## src/tfr_pkg.sv

```systemverilog
// Constants shared by the temperature fault retry logic
`default_nettype none
package tfr_pkg;
  // ----------------------------------------------------------------
  // Command codes of the registers
  // ----------------------------------------------------------------
  localparam logic [7:0] CMD_OT_REACTION = 8'h50; // Fault reaction byte
  localparam logic [7:0] CMD_OT_WARN = 8'h51; // Over-temperature warning threshold
  localparam logic [7:0] CMD_UT_WARN = 8'h52; // Under-temperature warning threshold
  localparam logic [7:0] CMD_STATUS = 8'h7d; // Temperature status, write one to clear
  localparam logic [7:0] CMD_TIME_UNIT = 8'hd2; // Delay time unit in microseconds

  // ----------------------------------------------------------------
  // Field layout of the reaction byte
  // ----------------------------------------------------------------
  localparam int RESP_MSB = 7; // Response field
  localparam int RESP_LSB = 6;
  localparam int RETRY_MSB = 5; // Retry setting field
  localparam int RETRY_LSB = 3;
  localparam int DELAY_MSB = 2; // Delay count field
  localparam int DELAY_LSB = 0;

  // Status bit positions
  localparam int ST_OT_WARN = 6; // Over-temperature warning
  localparam int ST_UT_WARN = 5; // Under-temperature warning
  localparam int ST_OT_FAULT = 7; // Over-temperature fault latched

  // ----------------------------------------------------------------
  // Codes of the fields
  // ----------------------------------------------------------------
  localparam logic [1:0] RESP_IGNORE = 2'h0; // Keep running
  localparam logic [1:0] RESP_DELAY = 2'h1; // Run for the delay, then retry setting
  localparam logic [1:0] RESP_RETRY = 2'h2; // Disable, then retry setting
  localparam logic [1:0] RESP_LATCH = 2'h3; // Disable until cleared
  localparam logic [2:0] RETRY_NONE = 3'h0; // No restart
  localparam logic [2:0] RETRY_FOREVER = 3'h7; // Unlimited restarts

  // ----------------------------------------------------------------
  // Reset values
  // ----------------------------------------------------------------
  localparam logic [7:0] RST_REACTION = 8'hb8; // Disable and retry forever, 1 unit
  localparam logic [15:0] RST_OT_WARN = 16'h0064; // Warning above this reading
  localparam logic [15:0] RST_UT_WARN = 16'hffd8; // Warning below this reading
  localparam logic [15:0] RST_TIME_UNIT = 16'h03e8; // 1000 us per unit

  // ----------------------------------------------------------------
  // Timing
  // ----------------------------------------------------------------
  localparam int CLK_PERIOD_NS = 8; // 125 MHz reference clock
  localparam int US_NS = 1000; // One microsecond
  localparam int CYC_PER_US = US_NS / CLK_PERIOD_NS; // Cycles in one microsecond

  // Delay code to number of time units; code 4 has no listed value, 8 fills the gap
  function automatic logic [7:0] delay_units(input logic [2:0] code);
    case (code)
      3'h0: delay_units = 8'h01;
      3'h1: delay_units = 8'h02;
      3'h2: delay_units = 8'h04;
      3'h3: delay_units = 8'h10;
      3'h4: delay_units = 8'h08;
      3'h5: delay_units = 8'h20;
      3'h6: delay_units = 8'h40;
      default: delay_units = 8'h80;
    endcase
  endfunction
endpackage
`default_nettype wire

```

## src/tfr_timer.sv

```systemverilog
// Delay timer counting whole time units of a programmable length
`default_nettype none
module tfr_timer #(
  parameter int CYC_US = tfr_pkg::CYC_PER_US
) (
  input wire logic ref_clk_i,
  input wire logic resetn_i,
  input wire logic start_i,
  input wire logic [7:0] units_i,
  input wire logic [15:0] unit_us_i,
  output logic done_o
);
  // Refused at elaboration: the prescaler is eight bits and needs at least two states
  if (CYC_US < 2 || CYC_US > 255)
  begin : g_bad_cyc_us
    $error("tfr_timer: CYC_US out of range");
  end

  // ----------------------------------------------------------------
  // Counters
  // ----------------------------------------------------------------
  logic run; // Timer is counting
  logic [7:0] pre; // Microsecond prescaler
  logic [15:0] us_cnt; // Microseconds inside the current unit
  logic [7:0] unit_cnt; // Units left
  logic next_run;
  logic [7:0] next_pre;
  logic [15:0] next_us_cnt;
  logic [7:0] next_unit_cnt;
  logic next_done;
  logic us_tick; // One-cycle enable every microsecond

  // Next-state of the divider chain; a zero unit length counts as one us
  always_comb
  begin
    next_run = run;
    next_pre = pre;
    next_us_cnt = us_cnt;
    next_unit_cnt = unit_cnt;
    next_done = 1'b0;
    us_tick = (pre == 8'(CYC_US - 1));
    if (start_i)
    begin
      // Restart always wins, so each attempt gets a full interval
      next_run = 1'b1;
      next_pre = 8'h00;
      next_us_cnt = 16'h0000;
      next_unit_cnt = units_i;
    end
    else if (run)
    begin
      next_pre = us_tick ? 8'h00 : pre + 8'h01;
      if (us_tick)
      begin
        if (us_cnt + 16'h0001 >= unit_us_i)
        begin
          next_us_cnt = 16'h0000;
          if (unit_cnt <= 8'h01)
          begin
            next_run = 1'b0;
            next_done = 1'b1;
          end
          else
            next_unit_cnt = unit_cnt - 8'h01;
        end
        else
          next_us_cnt = us_cnt + 16'h0001;
      end
    end
  end

  // Registers of the divider chain
  always_ff @(posedge ref_clk_i)
  begin
    if (!resetn_i)
    begin
      run <= 1'b0;
      pre <= 8'h00;
      us_cnt <= 16'h0000;
      unit_cnt <= 8'h00;
      done_o <= 1'b0;
    end
    else
    begin
      run <= next_run;
      pre <= next_pre;
      us_cnt <= next_us_cnt;
      unit_cnt <= next_unit_cnt;
      done_o <= next_done;
    end
  end
endmodule // tfr_timer
`default_nettype wire

```

## src/tfr_fault_retry.sv

```systemverilog
// Over-temperature fault reaction, retry sequencing and warning thresholds
// Notes on behaviour
// - Codes 4-6 retry that often, then latch off
// - Attempts spaced by decoded delay times unit
// - Code 7 retries until off, bias loss, fault
// - Delay code maps to 1,2,4,16,8,32,64,128 units
// - Same delay serves run-on time and spacing
// - Unit length comes from its own register
// - Over-temperature warning threshold at 0x51
// - Under-temperature warning threshold at 0x52
// - Response field selects ignore, delay, retry, latch
// - Code 0 no restart; 1-3 retry then latch
// - Latched fault cleared by bit, command, cycling, bias
`default_nettype none
module tfr_fault_retry (
  input wire logic ref_clk_i,
  input wire logic resetn_i,
  input wire logic [7:0] reg_cmd_i,
  input wire logic reg_wr_i,
  input wire logic [15:0] reg_wdata_i,
  input wire logic reg_rd_i,
  output logic [15:0] reg_rdata_o,
  output logic reg_rvalid_o,
  input wire logic clear_faults_i,
  input wire logic operation_on_i,
  input wire logic ctrl_pin_i,
  input wire logic bias_ok_i,
  input wire logic other_fault_i,
  input wire logic ot_fault_i,
  input wire logic [15:0] temp_i,
  output logic output_en_o,
  output logic ot_warn_o,
  output logic ut_warn_o,
  output logic fault_latched_o,
  output logic retrying_o
);
  // ----------------------------------------------------------------
  // Pin synchronisers
  // ----------------------------------------------------------------
  logic ctrl_m, ctrl_s; // Control pin, first and second stage
  logic bias_m, bias_s; // Bias good, first and second stage

  // Two flops on each pin; only the second stage is read
  always_ff @(posedge ref_clk_i)
  begin
    if (!resetn_i)
    begin
      ctrl_m <= 1'b0;
      ctrl_s <= 1'b0;
      bias_m <= 1'b0;
      bias_s <= 1'b0;
    end
    else
    begin
      ctrl_m <= ctrl_pin_i;
      ctrl_s <= ctrl_m;
      bias_m <= bias_ok_i;
      bias_s <= bias_m;
    end
  end

  // ----------------------------------------------------------------
  // Registers
  // ----------------------------------------------------------------
  logic [7:0] reaction; // Fault reaction byte
  logic [15:0] ot_warn_lim; // Over-temperature warning threshold
  logic [15:0] ut_warn_lim; // Under-temperature warning threshold
  logic [15:0] time_unit; // Delay unit length in microseconds
  logic [7:0] status; // Sticky status bits
  logic on_q; // Previous output command, for off-then-on detection
  logic [7:0] next_reaction, next_status;
  logic [15:0] next_ot_warn_lim, next_ut_warn_lim, next_time_unit, next_rdata;
  logic on_cmd; // Output commanded on by pin and command together
  logic cycled_on; // Output turned back on after being off
  logic fault_clear; // Any event that clears the latched fault
  logic ot_hit, ut_hit; // Warning comparisons
  logic fault_set; // Fault latch set from the sequencer

  assign on_cmd = ctrl_s & operation_on_i;
  assign cycled_on = on_cmd & ~on_q;
  // Reads compare signed readings; fault set wins over the status write below
  assign ot_hit = $signed(temp_i) > $signed(ot_warn_lim);
  assign ut_hit = $signed(temp_i) < $signed(ut_warn_lim);
  assign fault_clear = clear_faults_i | cycled_on | ~bias_s |
    (reg_wr_i && reg_cmd_i == tfr_pkg::CMD_STATUS && reg_wdata_i[tfr_pkg::ST_OT_FAULT]);

  // Register writes, status set/clear and read mux
  always_comb
  begin
    next_reaction = reaction;
    next_ot_warn_lim = ot_warn_lim;
    next_ut_warn_lim = ut_warn_lim;
    next_time_unit = time_unit;
    next_status = status;
    next_rdata = reg_rdata_o;
    if (reg_wr_i)
    begin
      case (reg_cmd_i)
        tfr_pkg::CMD_OT_REACTION: next_reaction = reg_wdata_i[7:0];
        tfr_pkg::CMD_OT_WARN: next_ot_warn_lim = reg_wdata_i;
        tfr_pkg::CMD_UT_WARN: next_ut_warn_lim = reg_wdata_i;
        tfr_pkg::CMD_TIME_UNIT: next_time_unit = reg_wdata_i;
        tfr_pkg::CMD_STATUS: next_status = status & ~reg_wdata_i[7:0];
        default: next_status = next_status; // Unmapped write is dropped
      endcase
    end
    if (clear_faults_i)
      next_status = 8'h00;
    // Hardware sets are applied last so a same-cycle clear never loses an event
    if (ot_hit)
      next_status[tfr_pkg::ST_OT_WARN] = 1'b1;
    if (ut_hit)
      next_status[tfr_pkg::ST_UT_WARN] = 1'b1;
    next_status[tfr_pkg::ST_OT_FAULT] = fault_set;
    if (reg_rd_i)
    begin
      case (reg_cmd_i)
        tfr_pkg::CMD_OT_REACTION: next_rdata = {8'h00, reaction};
        tfr_pkg::CMD_OT_WARN: next_rdata = ot_warn_lim;
        tfr_pkg::CMD_UT_WARN: next_rdata = ut_warn_lim;
        tfr_pkg::CMD_TIME_UNIT: next_rdata = time_unit;
        tfr_pkg::CMD_STATUS: next_rdata = {8'h00, status};
        default: next_rdata = 16'h0000; // Unmapped reads return zero
      endcase
    end
  end

  // Register storage
  always_ff @(posedge ref_clk_i)
  begin
    if (!resetn_i)
    begin
      reaction <= tfr_pkg::RST_REACTION;
      ot_warn_lim <= tfr_pkg::RST_OT_WARN;
      ut_warn_lim <= tfr_pkg::RST_UT_WARN;
      time_unit <= tfr_pkg::RST_TIME_UNIT;
      status <= 8'h00;
      on_q <= 1'b0;
      reg_rdata_o <= 16'h0000;
      reg_rvalid_o <= 1'b0;
    end
    else
    begin
      reaction <= next_reaction;
      ot_warn_lim <= next_ot_warn_lim;
      ut_warn_lim <= next_ut_warn_lim;
      time_unit <= next_time_unit;
      status <= next_status;
      on_q <= on_cmd;
      reg_rdata_o <= next_rdata;
      reg_rvalid_o <= reg_rd_i;
    end
  end

  // ----------------------------------------------------------------
  // Retry sequencer
  // ----------------------------------------------------------------
  typedef enum logic [2:0] {
    ST_RUN = 3'h0, // Normal operation
    ST_RUNON = 3'h1, // Running on through the delay
    ST_WAIT = 3'h2, // Output off, waiting for the next attempt
    ST_TRY = 3'h3, // Restart attempt in progress
    ST_LATCH = 3'h4 // Off until the fault is cleared
  } tfr_state_type;

  tfr_state_type state, next_state;
  logic [2:0] tries, next_tries; // Attempts made so far
  logic tmr_start, tmr_done; // Restart the delay timer, delay elapsed
  logic [1:0] resp;
  logic [2:0] retry;
  logic more_tries; // Another attempt is allowed

  assign resp = reaction[tfr_pkg::RESP_MSB:tfr_pkg::RESP_LSB];
  assign retry = reaction[tfr_pkg::RETRY_MSB:tfr_pkg::RETRY_LSB];
  assign more_tries = (retry == tfr_pkg::RETRY_FOREVER) || (tries < retry);

  // One timer serves both the run-on time and the attempt spacing
  tfr_timer u_timer (
    .ref_clk_i(ref_clk_i),
    .resetn_i(resetn_i),
    .start_i(tmr_start),
    .units_i(tfr_pkg::delay_units(reaction[tfr_pkg::DELAY_MSB:tfr_pkg::DELAY_LSB])),
    .unit_us_i(time_unit),
    .done_o(tmr_done)
  );

  // Next state of the sequencer
  always_comb
  begin
    next_state = state;
    next_tries = tries;
    tmr_start = 1'b0;
    case (state)
      ST_RUN:
      begin
        next_tries = 3'h0;
        if (ot_fault_i && on_cmd && bias_s)
        begin
          case (resp)
            tfr_pkg::RESP_DELAY:
            begin
              next_state = ST_RUNON;
              tmr_start = 1'b1;
            end
            tfr_pkg::RESP_RETRY:
            begin
              next_state = (retry == tfr_pkg::RETRY_NONE) ? ST_LATCH : ST_WAIT;
              tmr_start = 1'b1;
            end
            tfr_pkg::RESP_LATCH: next_state = ST_LATCH;
            default: next_state = ST_RUN; // Fault ignored
          endcase
        end
      end
      ST_RUNON:
      begin
        // Keep running; at the end act on the retry setting if still faulted
        if (tmr_done)
        begin
          if (!ot_fault_i)
            next_state = ST_RUN;
          else if (retry == tfr_pkg::RETRY_NONE)
            next_state = ST_LATCH;
          else
          begin
            next_state = ST_WAIT;
            tmr_start = 1'b1;
          end
        end
      end
      ST_WAIT:
      begin
        // Output off; the next attempt starts one interval after the last start
        if (tmr_done)
        begin
          if (more_tries)
          begin
            next_state = ST_TRY;
            next_tries = tries + 3'h1; // Wrap is harmless: unlimited mode ignores the count
            tmr_start = 1'b1;
          end
          else
            next_state = ST_LATCH;
        end
      end
      ST_TRY:
      begin
        // A fault seen during the attempt fails it at once, so every attempt is a real restart
        if (ot_fault_i)
        begin
          next_state = ST_WAIT;
          tmr_start = tmr_done; // Interval already over: give the off time a full one
        end
        else if (tmr_done)
          next_state = ST_RUN;
      end
      ST_LATCH: next_state = ST_LATCH; // Left only through a clear, below
      default: next_state = ST_RUN;
    endcase
    // Off command, bias loss or another fault stop any retrying
    if (state != ST_RUN && state != ST_LATCH && (!on_cmd || !bias_s))
      next_state = ST_RUN;
    if (state != ST_RUN && other_fault_i)
      next_state = ST_LATCH;
    if (fault_clear && state == ST_LATCH)
      next_state = ST_RUN;
  end

  // Sequencer registers
  always_ff @(posedge ref_clk_i)
  begin
    if (!resetn_i)
    begin
      state <= ST_RUN;
      tries <= 3'h0;
    end
    else
    begin
      state <= next_state;
      tries <= next_tries;
    end
  end

  // ----------------------------------------------------------------
  // Outputs
  // ----------------------------------------------------------------
  assign fault_set = (next_state == ST_LATCH);
  assign fault_latched_o = status[tfr_pkg::ST_OT_FAULT];
  assign ot_warn_o = status[tfr_pkg::ST_OT_WARN];
  assign ut_warn_o = status[tfr_pkg::ST_UT_WARN];
  assign retrying_o = (state == ST_WAIT) || (state == ST_TRY);
  // Output runs in normal, run-on and attempt states only; warnings never stop it
  assign output_en_o = on_cmd && bias_s &&
    (state == ST_RUN || state == ST_RUNON || state == ST_TRY);
endmodule // tfr_fault_retry
`default_nettype wire

```

## config.mk

```make
export PLATFORM = sky130hd
export DESIGN_NAME = tfr_fault_retry
export DESIGN_NICKNAME = d
export VERILOG_FILES = /design/src/tfr_pkg.sv /design/src/tfr_timer.sv /design/src/tfr_fault_retry.sv
export SDC_FILE = /design/constraint.sdc
export NUM_CORES = 1
export LEC_CHECK = 0
export ABC_AREA = 1
export BUFFER_PORTS_ARGS = -buffer_cell sky130_fd_sc_hd__buf_2
export CAP_MARGIN = 20
export CORE_ASPECT_RATIO = 0.5
export CORE_MARGIN = 3
export CORE_UTILIZATION = 55
export DETAILED_ROUTE_END_ITERATION = 8
export PLACE_DENSITY = 0.79
export SLEW_MARGIN = 15
export SYNTH_ARGS = -nofsm -noshare
export SYNTH_HDL_FRONTEND = slang
export SYNTH_SLANG_ARGS = --single-unit
```

## constraint.sdc

```tcl
create_clock -name ref_clk_i -period 4.45 [get_ports ref_clk_i]
set_clock_uncertainty 0.05 [all_clocks]
set_input_delay 0.89 -clock ref_clk_i [delete_from_list [all_inputs] [get_ports ref_clk_i]]
set_output_delay 0.89 -clock ref_clk_i [all_outputs]
set_load 0.005 [all_outputs]
```

==> results of run 1 <==
[per-stage QoR]
stage | power [mW] | util, % | cells
3_5_place_dp | 1.325 | 61.99 | 1212
5_1_grt | 2.883 | 67.17 | 1244
6_report | 2.799 | 67.17 | 1244
4_1_cts | 2.810 | 67.17 | 1244
3_3_place_gp | 1.320 | 61.99 | 1212
2_1_floorplan | 1.258 | - | 1001
[flip-flops by register name, indices dropped and copies added (netlist names), 3 cells and up]
name              flops
ot_warn_lim          16
reg_rdata_o          16
time_unit            16
u_timer.us_cnt       16
ut_warn_lim          16
reaction              8
status                8
u_timer.pre           8
u_timer.unit_cnt      8
state                 3
tries                 3
[cells by family after synthesis]
group           after synthesis
buf+inv                     167
simple gates                397
fa+ha+maj                    59
compound gates              232
xor+xnor                     20
flops                       126
[cell usage after synthesis, drive strengths merged, types with 9 or more instances]
| cell type | instances | area share (%) |
|---|---|---|
| a21oi | 107 | 8.1 |
| o22ai | 12 | 1.0 |
| nand4 | 9 | 0.79 |
| nor3 | 17 | 1.3 |
| nand3 | 63 | 4.6 |
| inv | 136 | 7.1 |
| clkbuf | 18 | 0.96 |
| o21ai | 88 | 6.2 |
| ha | 59 | 10 |
| nor2 | 90 | 5.3 |
| xor2 | 15 | 1.8 |
| buf | 11 | 1.0 |
| nand2 | 209 | 12 |
| dfxtp | 126 | 35 |
| o211ai | 12 | 1.3 |
[worst paths after layout]
check / end / cells past startpoint
min reg2reg: ctrl_s / 2
max: u_timer.unit_cnt[6] / 17
max reg2reg: u_timer.unit_cnt[6] / 17
min: ctrl_s / 2
[critical path: stages (launching register included)]
cell	delay, ns
dfxtp_1	0.42
ha_1	0.23
nand2_1	0.07
nor2_1	0.25
nand2_1	0.11
nor2_1	0.19
nand3_1	0.12
xnor2_1	0.16
ha_1	0.28
nand2_1	0.08
nor3_1	0.27
nand3_1	0.11
nand3_1	0.27
nand2_2	0.22
nand2_8	0.14
nand2_1	0.05
nand2_1	0.05
nor2_1	0.05
[area by class of cell]
type | instances | area, um2 | share of cell area, %
flip-flops and latches | 126 | 2522 | 30.62
clock buffers | 23 | 478.0 | 5.803
multi-input cells | 708 | 3956 | 48.03
well taps | 165 | 206.4 | 2.506
clock inverters | 9 | 157.7 | 1.914
repair buffers | 75 | 385.4 | 4.679
inverters | 138 | 530.5 | 6.441
[metal layers]
layer,wire length [um],global-route usage [%],vias up
met1,8577,34.72,3190
met4,234,8.092,0
met3,1628,7.198,29
met2,8486,43.98,263
met5,0,0,-
li1,-,-,3436
[power by group]
group | leakage [nW] | internal (mW) | switching, mW
Sequential | 1.02 | 1.14 | 0.00841
Clock | 0.304 | 0.983 | 0.511
Combinational | 2.59 | 0.0552 | 0.101
==> impl_metrics.env, run 1 <==
export IMPL_grt_first_pass_wirelength_um=31210
export IMPL_die_w_um=167.3
export IMPL_postCtsSetupRepairBufs=0
export IMPL_design_core_area_um2=12260
export IMPL_hold_path_class="reg2reg"
export IMPL_h_tree_depth=4
export IMPL_setup_violations_final=0
export IMPL_outcome="complete, no violations"
export IMPL_num_nets_final=1175
export IMPL_drt_wl_total_um=18930
export IMPL_die_h_um=86.63
export IMPL_grt_pass1_vias=6422
export IMPL_critical_path_class="reg2reg"
export IMPL_holdBufCountCts=0
export IMPL_track_usage_pct=26.66
export IMPL_p_per_area_nw_per_um2=339.8
export IMPL_syn_inst=1001
export IMPL_post_drt_wl_per_cell_um=15.21
export IMPL_yosysUniqueCellTypes=44
export IMPL_clk_insertion_delay_late_ns=0.42
export IMPL_peakVddDrop_v=0.0002617
export IMPL_drtIter0Drc=607
export IMPL_required_ns=4.71
export IMPL_syn_area_per_cell_um2=7.143
export IMPL_synth_top_family_by_area="simple AND/OR/NAND/NOR gates"
export IMPL_fillers=1017
export IMPL_dp_hpwl_um=13780
export IMPL_start_util_pct=58.32
export IMPL_dpl_instance_area_um2=7601
export IMPL_p_leak_nw=3.917
export IMPL_antenna_found_initial=0
export IMPL_drc=0
export IMPL_drive_above_1_share_pct=12.79
export IMPL_rsz0062_at_grt="no"
export IMPL_final_cell_mix="nand2_1, inv_1, dfxtp_1"
export IMPL_timing_setup_tns_ns=0
export IMPL_synth_compound_area_share_pct=17.94
export IMPL_final_hold_viol_count=0
export IMPL_async_flop_share_pct=0
export IMPL_first_pass_iters=6
export IMPL_maxCapViolCount=0
export IMPL_n_antenna_cell=0
export IMPL_dp_slack_ns=1.211
export IMPL_netlist_area_um2=7151
export IMPL_tightest_slew_ns=0.9809
export IMPL_fin_area_um2=8237
export IMPL_clk_pin_slew_worst_paths_ns=0.05
export IMPL_cp_max_fo=10
export IMPL_gp_congestion=0.8807
export IMPL_crit_start="u_timer.us_cnt[0]"
export IMPL_cts_root_buf="clkbuf_16"
export IMPL_synthAdderAreaFrac_pct=10.32
export IMPL_timing_final_crit_share_pct=72.87
export IMPL_seq_area_frac_synth_pct=35.28
export IMPL_layout_setup_ws_ns=1.207
export IMPL_post_route_min_period_ns=3.243
export IMPL_synth_edf_count=0
export IMPL_yosysWarnings=0
export IMPL_holdCritStartpoint="ctrl_m"
export IMPL_port_buffers=71
export IMPL_numCtsBuffers=17
export IMPL_num_io_pins=72
export IMPL_ys_flop_type="dfxtp_1"
export IMPL_layout_commonest_cell="nand2_1"
export IMPL_yosys_area_share_simple_pct=24.62
export IMPL_slew_headroom_pct=34.45
export IMPL_die_area_um2=14490
export IMPL_crit_path_end_kind="register"
export IMPL_max_freq_mhz=308.4
export IMPL_ctsResizeCount=0
export IMPL_r2r_slack_ns=1.21
export IMPL_post_drt_via_cell_ratio=5.561
export IMPL_r2r_start="u_timer.us_cnt[0]"
export IMPL_start_kind="register"
export IMPL_cts_buffer_depth=2
export IMPL_arrival_ns=3.50
export IMPL_overflow=0
export IMPL_finalHoldWorstSlack_ns=0.3642
export IMPL_cts_sinks=126
export IMPL_synth_xor_area_share_pct=2.450
export IMPL_cts_tree="built"
export IMPL_synthMuxAreaShare_pct=0
export IMPL_slew_violations=0
export IMPL_ant_nets=0
export IMPL_area_growth_pct=15.19
export IMPL_vias=6918
export IMPL_rows=28
export IMPL_grt_max_degree=60
export IMPL_ys_ff_latch=126
export IMPL_syn_nets=1110
Power figures use the tool's default switching activity.
==> inputs of run 2 (changes only) <==
--- a/config.mk
+++ b/config.mk
@@ -5,7 +5,7 @@
 export SDC_FILE = /design/constraint.sdc
 export NUM_CORES = 1
 export LEC_CHECK = 0
-export ABC_AREA = 1
+export ABC_AREA = 0
 export BUFFER_PORTS_ARGS = -buffer_cell sky130_fd_sc_hd__buf_2
 export CAP_MARGIN = 20
 export CORE_ASPECT_RATIO = 0.5
==> constraint.sdc (replaced) <==
create_clock -name ref_clk_i -period 3 [get_ports ref_clk_i]
set_clock_uncertainty 0.05 [all_clocks]
set_input_delay 0.6 -clock ref_clk_i [delete_from_list [all_inputs] [get_ports ref_clk_i]]
set_output_delay 0.6 -clock ref_clk_i [all_outputs]
set_load 0.005 [all_outputs]
==> run 2 against run 1 <==
  * The flow now finishes with violations (setup timing)
  * Maximum frequency is 1.4% lower
  * Via count is 1.1% higher
  * Design area is 6.7% higher
  * Critical path type unchanged
==> impl_metrics.env, run 2 <==
export IMPL_rsz0062_at_grt="yes"
export IMPL_layout_setup_ws_ns=-0.2895
export IMPL_holdBufCountCts=0
export IMPL_grt_pass1_vias=6511
export IMPL_clk_insertion_delay_late_ns=0.42
export IMPL_n_antenna_cell=0
export IMPL_h_tree_depth=4
export IMPL_fin_area_um2=8792
export IMPL_yosys_top_cells_area="dfxtp_1, ha_1, nand2_1"
export IMPL_timing_final_crit_share_pct=109.6
export IMPL_setup_violations_final=25
export IMPL_arrival_ns=3.58
export IMPL_slew_headroom_pct=50.49
export IMPL_layout_commonest_cell="nand2_1"
export IMPL_cp_max_fo=8
export IMPL_vias=6991
export IMPL_first_pass_iters=5
export IMPL_ys_top_cells_by_count="nand2_1, dfxtp_1, inv_1, ha_1, a21oi_1"
export IMPL_post_drt_via_cell_ratio=6.016
export IMPL_drt_wl_total_um=20610
export IMPL_overflow=0
export IMPL_port_buffers=71
export IMPL_synth_edf_count=0
export IMPL_maxCapViolCount=0
export IMPL_seq_area_frac_synth_pct=34.97
export IMPL_cts_root_buf="clkbuf_16"
export IMPL_cts_buffer_depth=2
export IMPL_numCtsBuffers=17
export IMPL_rows=28
export IMPL_track_usage_pct=28.08
export IMPL_grt_first_pass_wirelength_um=32870
export IMPL_stdcell_count=1162
export IMPL_outcome="finished, violations left"
export IMPL_yosysWarnings=0
export IMPL_max_freq_mhz=304.0
export IMPL_worstHoldPathCells=2
export IMPL_ys_flop_type="dfxtp_1"
export IMPL_design_core_area_um2=12300
export IMPL_fillers=914
export IMPL_drive_above_1_share_pct=20.16
export IMPL_num_io_pins=72
export IMPL_critical_path_class="reg2reg"
export IMPL_place_inst=1125
export IMPL_syn_area_per_cell_um2=8.160
export IMPL_yosysMostFrequentCell="nand2_1"
export IMPL_grt_max_degree=32
export IMPL_required_ns=3.29
export IMPL_utilization_pct=71.50
export IMPL_peakVddDrop_v=0.0003336
export IMPL_seq_area_um2=2532
export IMPL_post_route_min_period_ns=3.289
export IMPL_dp_slack_ns=-0.3042
export IMPL_p_leak_nw=3.674
export IMPL_dpl_instance_area_um2=7973
export IMPL_final_hold_viol_count=0
export IMPL_drtIter0Drc=640
export IMPL_ant_nets=0
export IMPL_slew_violations=0
export IMPL_post_drt_wl_per_cell_um=17.74
export IMPL_hold_path_class="in2reg"
export IMPL_synth_top_area_cell="dfxtp_1"
export IMPL_multi_input_area_um2=4418
export IMPL_finalPower_mw=4.040
export IMPL_final_cell_mix="nand2_1, dfxtp_1, buf_2"
export IMPL_die_area_um2=14610
export IMPL_ys_ff_latch=126
export IMPL_async_flop_share_pct=0
export IMPL_area_growth_pct=21.89
export IMPL_yosysUniqueCellTypes=65
export IMPL_ff2ff_path_depth=15
export IMPL_crit_path_end_kind="register"
export IMPL_netlist_area_um2=7213
export IMPL_dp_hpwl_um=14360
export IMPL_gp_congestion=0.9431
export IMPL_die_h_um=86.98
export IMPL_antenna_found_initial=0
export IMPL_cts_sinks=126
export IMPL_num_nets_final=1094
export IMPL_die_w_um=168.0
export IMPL_p_per_area_nw_per_um2=459.5
export IMPL_start_kind="register"
export IMPL_drc=0
export IMPL_clk_pin_slew_worst_paths_ns=0.06
export IMPL_violations="setup timing"
export IMPL_syn_nets=993
export IMPL_tightest_slew_ns=0.7427
export IMPL_cts_tree="built"
export IMPL_syn_inst=884
export IMPL_yosysTopAreaCellShare_pct=34.97
export IMPL_start_util_pct=58.66
-- run 2: changes by cell type after synthesis, moves of 21 or more --
cell,before,now
nor2_1,83,54
a21oi_1,96,56
nor2b_1,0,21
o21ai_0,86,36
inv_1,131,70
a21boi_0,0,32
nand3_1,62,31
nand2_1,202,127
-- run 2: cell families after synthesis --
kind of cell    Yosys count  synth area share (%)
simple gates            322                 22.12
compound gates          225                 20.85
flops                   126                 34.97
buf+inv                 110                 6.314
fa+ha+maj                59                 10.23
xor+xnor                 23                 2.793
mux                      19                 2.723
-- run 2: path summary, 6_finish.rpt --
kind	from	to	slack, ns
worst max-delay path	u_timer.us_cnt[1]	u_timer.us_cnt[2]	-0.29
worst min-delay path	ctrl_pin_i	ctrl_m	0.33
worst max register to register	u_timer.us_cnt[1]	u_timer.us_cnt[2]	-0.29
worst min register to register	status[2]	status[2]	0.39
-- run 2: metal layers --
metal  track usage (%)  part of all wire, %  vias to the layer above  wire (um)
met5                 0                    0                        -          0
li1                  -                    -                     3307          -
met3             6.890                  8.8                       48       1816
met4             9.948                  2.2                        0        446
met1             37.93                   46                     3271       9426
met2             44.28                   43                      365       8922
-- run 2: what timing repair did --
action / CTS / global route
resized for setup: 19 / 20
cloned: 1 / 0
pin swaps: 16 / 14
setup buffers: 4 / 2
endpoints found under the setup margin: 25 / 26
-- run 2: power breakdown --
group          internal (mW)  switching [mW]
logic                 0.0813           0.125
clock network           1.37           0.777
registers               1.68         0.00802
-- run 2: area by class of cell --
type / instances / share of cell area [%]
clock buffer: 20 / 5.322
clock inverter: 11 / 1.580
inverter: 70 / 2.988
multi-input combinational: 648 / 50.25
sequential: 126 / 28.80
tap: 165 / 2.348
timing repair buffer: 122 / 8.709
-- run 2: stage by stage --
step	TNS [ns]	hold slack [ns]
4_1_cts	-4.144	0.3177
3_3_place_gp	-2.235	0.3679
6_report	-4.464	0.3301
5_1_grt	-7.798	0.3429
2_1_floorplan	-3.161	0.3619
3_5_place_dp	-4.861	0.3732
-- run 2: worst max-delay path, cell delays in order (launching register included) --
cell and delay (ns):
dfxtp_4 0.37, ha_4 0.15, nand3_4 0.08, or2_4 0.25
nor2b_4 0.14, and4_4 0.23, xor2_1 0.15, ha_1 0.27
and4_1 0.16, a2111o_1 0.40, a41oi_4 0.24, buf_12 0.17
buf_4 0.15, nor2b_1 0.14, o21ai_0 0.09, a21oi_1 0.18
==> inputs of run 3 (changes only) <==
--- a/config.mk
+++ b/config.mk
@@ -12,6 +12,7 @@
 export CORE_MARGIN = 3
 export CORE_UTILIZATION = 55
 export DETAILED_ROUTE_END_ITERATION = 8
+export MAX_ROUTING_LAYER = met4
 export PLACE_DENSITY = 0.79
 export SLEW_MARGIN = 15
 export SYNTH_ARGS = -nofsm -noshare
==> run 3 against run 2 <==
  * The flow still finishes with violations (setup timing)
  * Sequential share of layout area down 0.39 points
  * Largest power group unchanged
  * Cell count grew 0.43%
  * Highest routed layer unchanged
  * Register-to-register slack worse by 0.09 ns
==> impl_metrics.env, run 3 (same netlist as run 2, synthesis figures left out) <==
export IMPL_final_cell_mix="nand2_1, dfxtp_1, buf_2"
export IMPL_peakVddDrop_v=0.0004223
export IMPL_violations="setup timing"
export IMPL_layout_commonest_cell="nand2_1"
export IMPL_dp_slack_ns=-0.2902
export IMPL_clk_pin_slew_worst_paths_ns=0.06
export IMPL_first_pass_iters=5
export IMPL_p_per_area_nw_per_um2=471.1
export IMPL_switchingPower_mw=0.9454
export IMPL_n_antenna_cell=0
export IMPL_internal_power_mw=3.256
export IMPL_pwr_share_clk_pct=54.8
export IMPL_h_tree_depth=4
export IMPL_drc=0
export IMPL_fin_area_um2=8919
export IMPL_num_nets_final=1098
export IMPL_slew_headroom_pct=50.23
export IMPL_vias=6973
export IMPL_crit_start="u_timer.us_cnt[1]"
export IMPL_maxCapViolCount=0
export IMPL_grt_pass1_vias=6558
export IMPL_p_leak_nw=3.741
export IMPL_area_growth_pct=23.64
export IMPL_die_area_um2=14610
export IMPL_grt_first_pass_wirelength_um=33370
export IMPL_place_inst=1126
export IMPL_rows=28
export IMPL_utilization_pct=72.53
export IMPL_cp_max_fo=8
export IMPL_worstHoldPathCells=2
export IMPL_final_hold_viol_count=0
export IMPL_cts_buffer_depth=2
export IMPL_slew_violations=0
export IMPL_port_buffers=71
export IMPL_cts_tree="built"
export IMPL_num_io_pins=72
export IMPL_power_frac_comb_pct=4.9
export IMPL_cts_root_buf="clkbuf_16"
export IMPL_post_drt_via_cell_ratio=5.975
export IMPL_ant_nets=0
export IMPL_stdcell_count=1167
export IMPL_overflow=0
export IMPL_tightest_slew_ns=0.7466
export IMPL_timing_final_crit_share_pct=112.6
export IMPL_antenna_found_initial=0
export IMPL_track_usage_pct=29.39
export IMPL_layout_setup_ws_ns=-0.3794
export IMPL_grt_max_degree=34
export IMPL_post_drt_wl_per_cell_um=18.38
export IMPL_dp_hpwl_um=14350
export IMPL_die_w_um=168.0
export IMPL_arrival_ns=3.67
export IMPL_numCtsBuffers=17
export IMPL_gp_congestion=0.9601
export IMPL_rsz0062_at_grt="yes"
export IMPL_pwr_share_seq_pct=40.2
export IMPL_critical_path_class="reg2reg"
export IMPL_max_freq_mhz=295.9
export IMPL_hold_path_class="in2reg"
export IMPL_drtIter0Drc=589
export IMPL_dpl_instance_area_um2=7980
export IMPL_start_util_pct=58.66
export IMPL_cts_sinks=126
export IMPL_crit_path_end_kind="register"
export IMPL_ff2ff_path_depth=15
export IMPL_clk_insertion_delay_late_ns=0.43
export IMPL_start_kind="register"
export IMPL_required_ns=3.29
export IMPL_die_h_um=86.98
export IMPL_setup_violations_final=25
export IMPL_outcome="finished, violations left"
export IMPL_r2r_start="u_timer.us_cnt[1]"
export IMPL_holdCritStartpoint="ctrl_pin_i"
export IMPL_fillers=898
export IMPL_drive_above_1_share_pct=21.66
export IMPL_post_route_min_period_ns=3.379
export IMPL_drt_wl_total_um=21450
export IMPL_swShare_pct=22.50
export IMPL_design_core_area_um2=12300
[run 3: changes by cell type in the layout (fill, tap and decap cells not counted), sizes merged]
| cell | previous run | this run |
|---|---|---|
| clkbuf | 20 | 21 |
| buf | 122 | 125 |
| and2 | 20 | 21 |
| clkinvlp | 2 | 3 |
| bufinv | 3 | 4 |
| clkinv | 6 | 2 |
| inv | 70 | 72 |
[run 3: through the flow]
step | TNS [ns] | hold slack [ns] | power, mW
after floorplan | -3.161 | 0.3619 | 1.826
after global placement | -2.524 | 0.3683 | 1.923
after global routing | -8.823 | 0.3460 | 4.290
final | -5.658 | 0.3386 | 4.202
after CTS | -5.186 | 0.3392 | 4.196
after detailed placement | -4.652 | 0.3736 | 1.926
[run 3: final timing paths]
check                              to  slack [ns]
setup / recovery  u_timer.unit_cnt[3]       -0.38
hold reg to reg                bias_s        0.39
hold / removal                 ctrl_m        0.34
setup reg to reg  u_timer.unit_cnt[3]       -0.38
[run 3: worst max-delay path, cell delays in order, from the launching register on]
cell and delay (ns):
dfxtp_4 0.37, ha_4 0.15, nand3_4 0.07, or2_4 0.25
nor2b_4 0.14, and4_4 0.24, xor2_1 0.18, ha_1 0.27
nand4_1 0.13, nor3_2 0.05, a2111o_1 0.38, a41oi_4 0.24
buf_12 0.18, and4bb_2 0.27, xnor2_2 0.14, o22ai_1 0.17
[run 3: power groups by stage]
stage	registers (mW)	clock network [mW]	logic, mW
final	1.69	2.30	0.207
after global routing	1.69	2.37	0.225
after CTS	1.69	2.30	0.201
after detailed placement	1.73	0	0.198
after global placement	1.73	0	0.196
after floorplan	1.73	0	0.0995
[run 3: area by class of cell]
type                    instances  area (um2)  area share, %
clock buffers                  21       481.7          5.401
flip-flops and latches        126        2534          28.41
inverters                      70       262.8          2.946
multi-input cells             649        4453          49.93
well taps                     165       206.4          2.315
repair buffers                125       803.3          9.007
clock inverters                11       177.7          1.992
[run 3: timing repair]
| action | CTS | global route |
|---|---|---|
| pin swaps | 19 | 23 |
| buffers inserted | 4 | 4 |
| gates cloned | 2 | 0 |
| setup endpoints to repair | 26 | 26 |
| gates resized for setup | 27 | 29 |
| hold buffers | 0 | 0 |
[run 3: per-layer routing]
metal / up-vias / part of all wire (%) / track usage, %
li1: 3306 / - / -
met3: 41 / 7.9 / 6.120
met5: - / 0 / -
met2: 297 / 45 / 46.29
met4: 0 / 1.6 / 8.686
met1: 3329 / 45 / 38.61
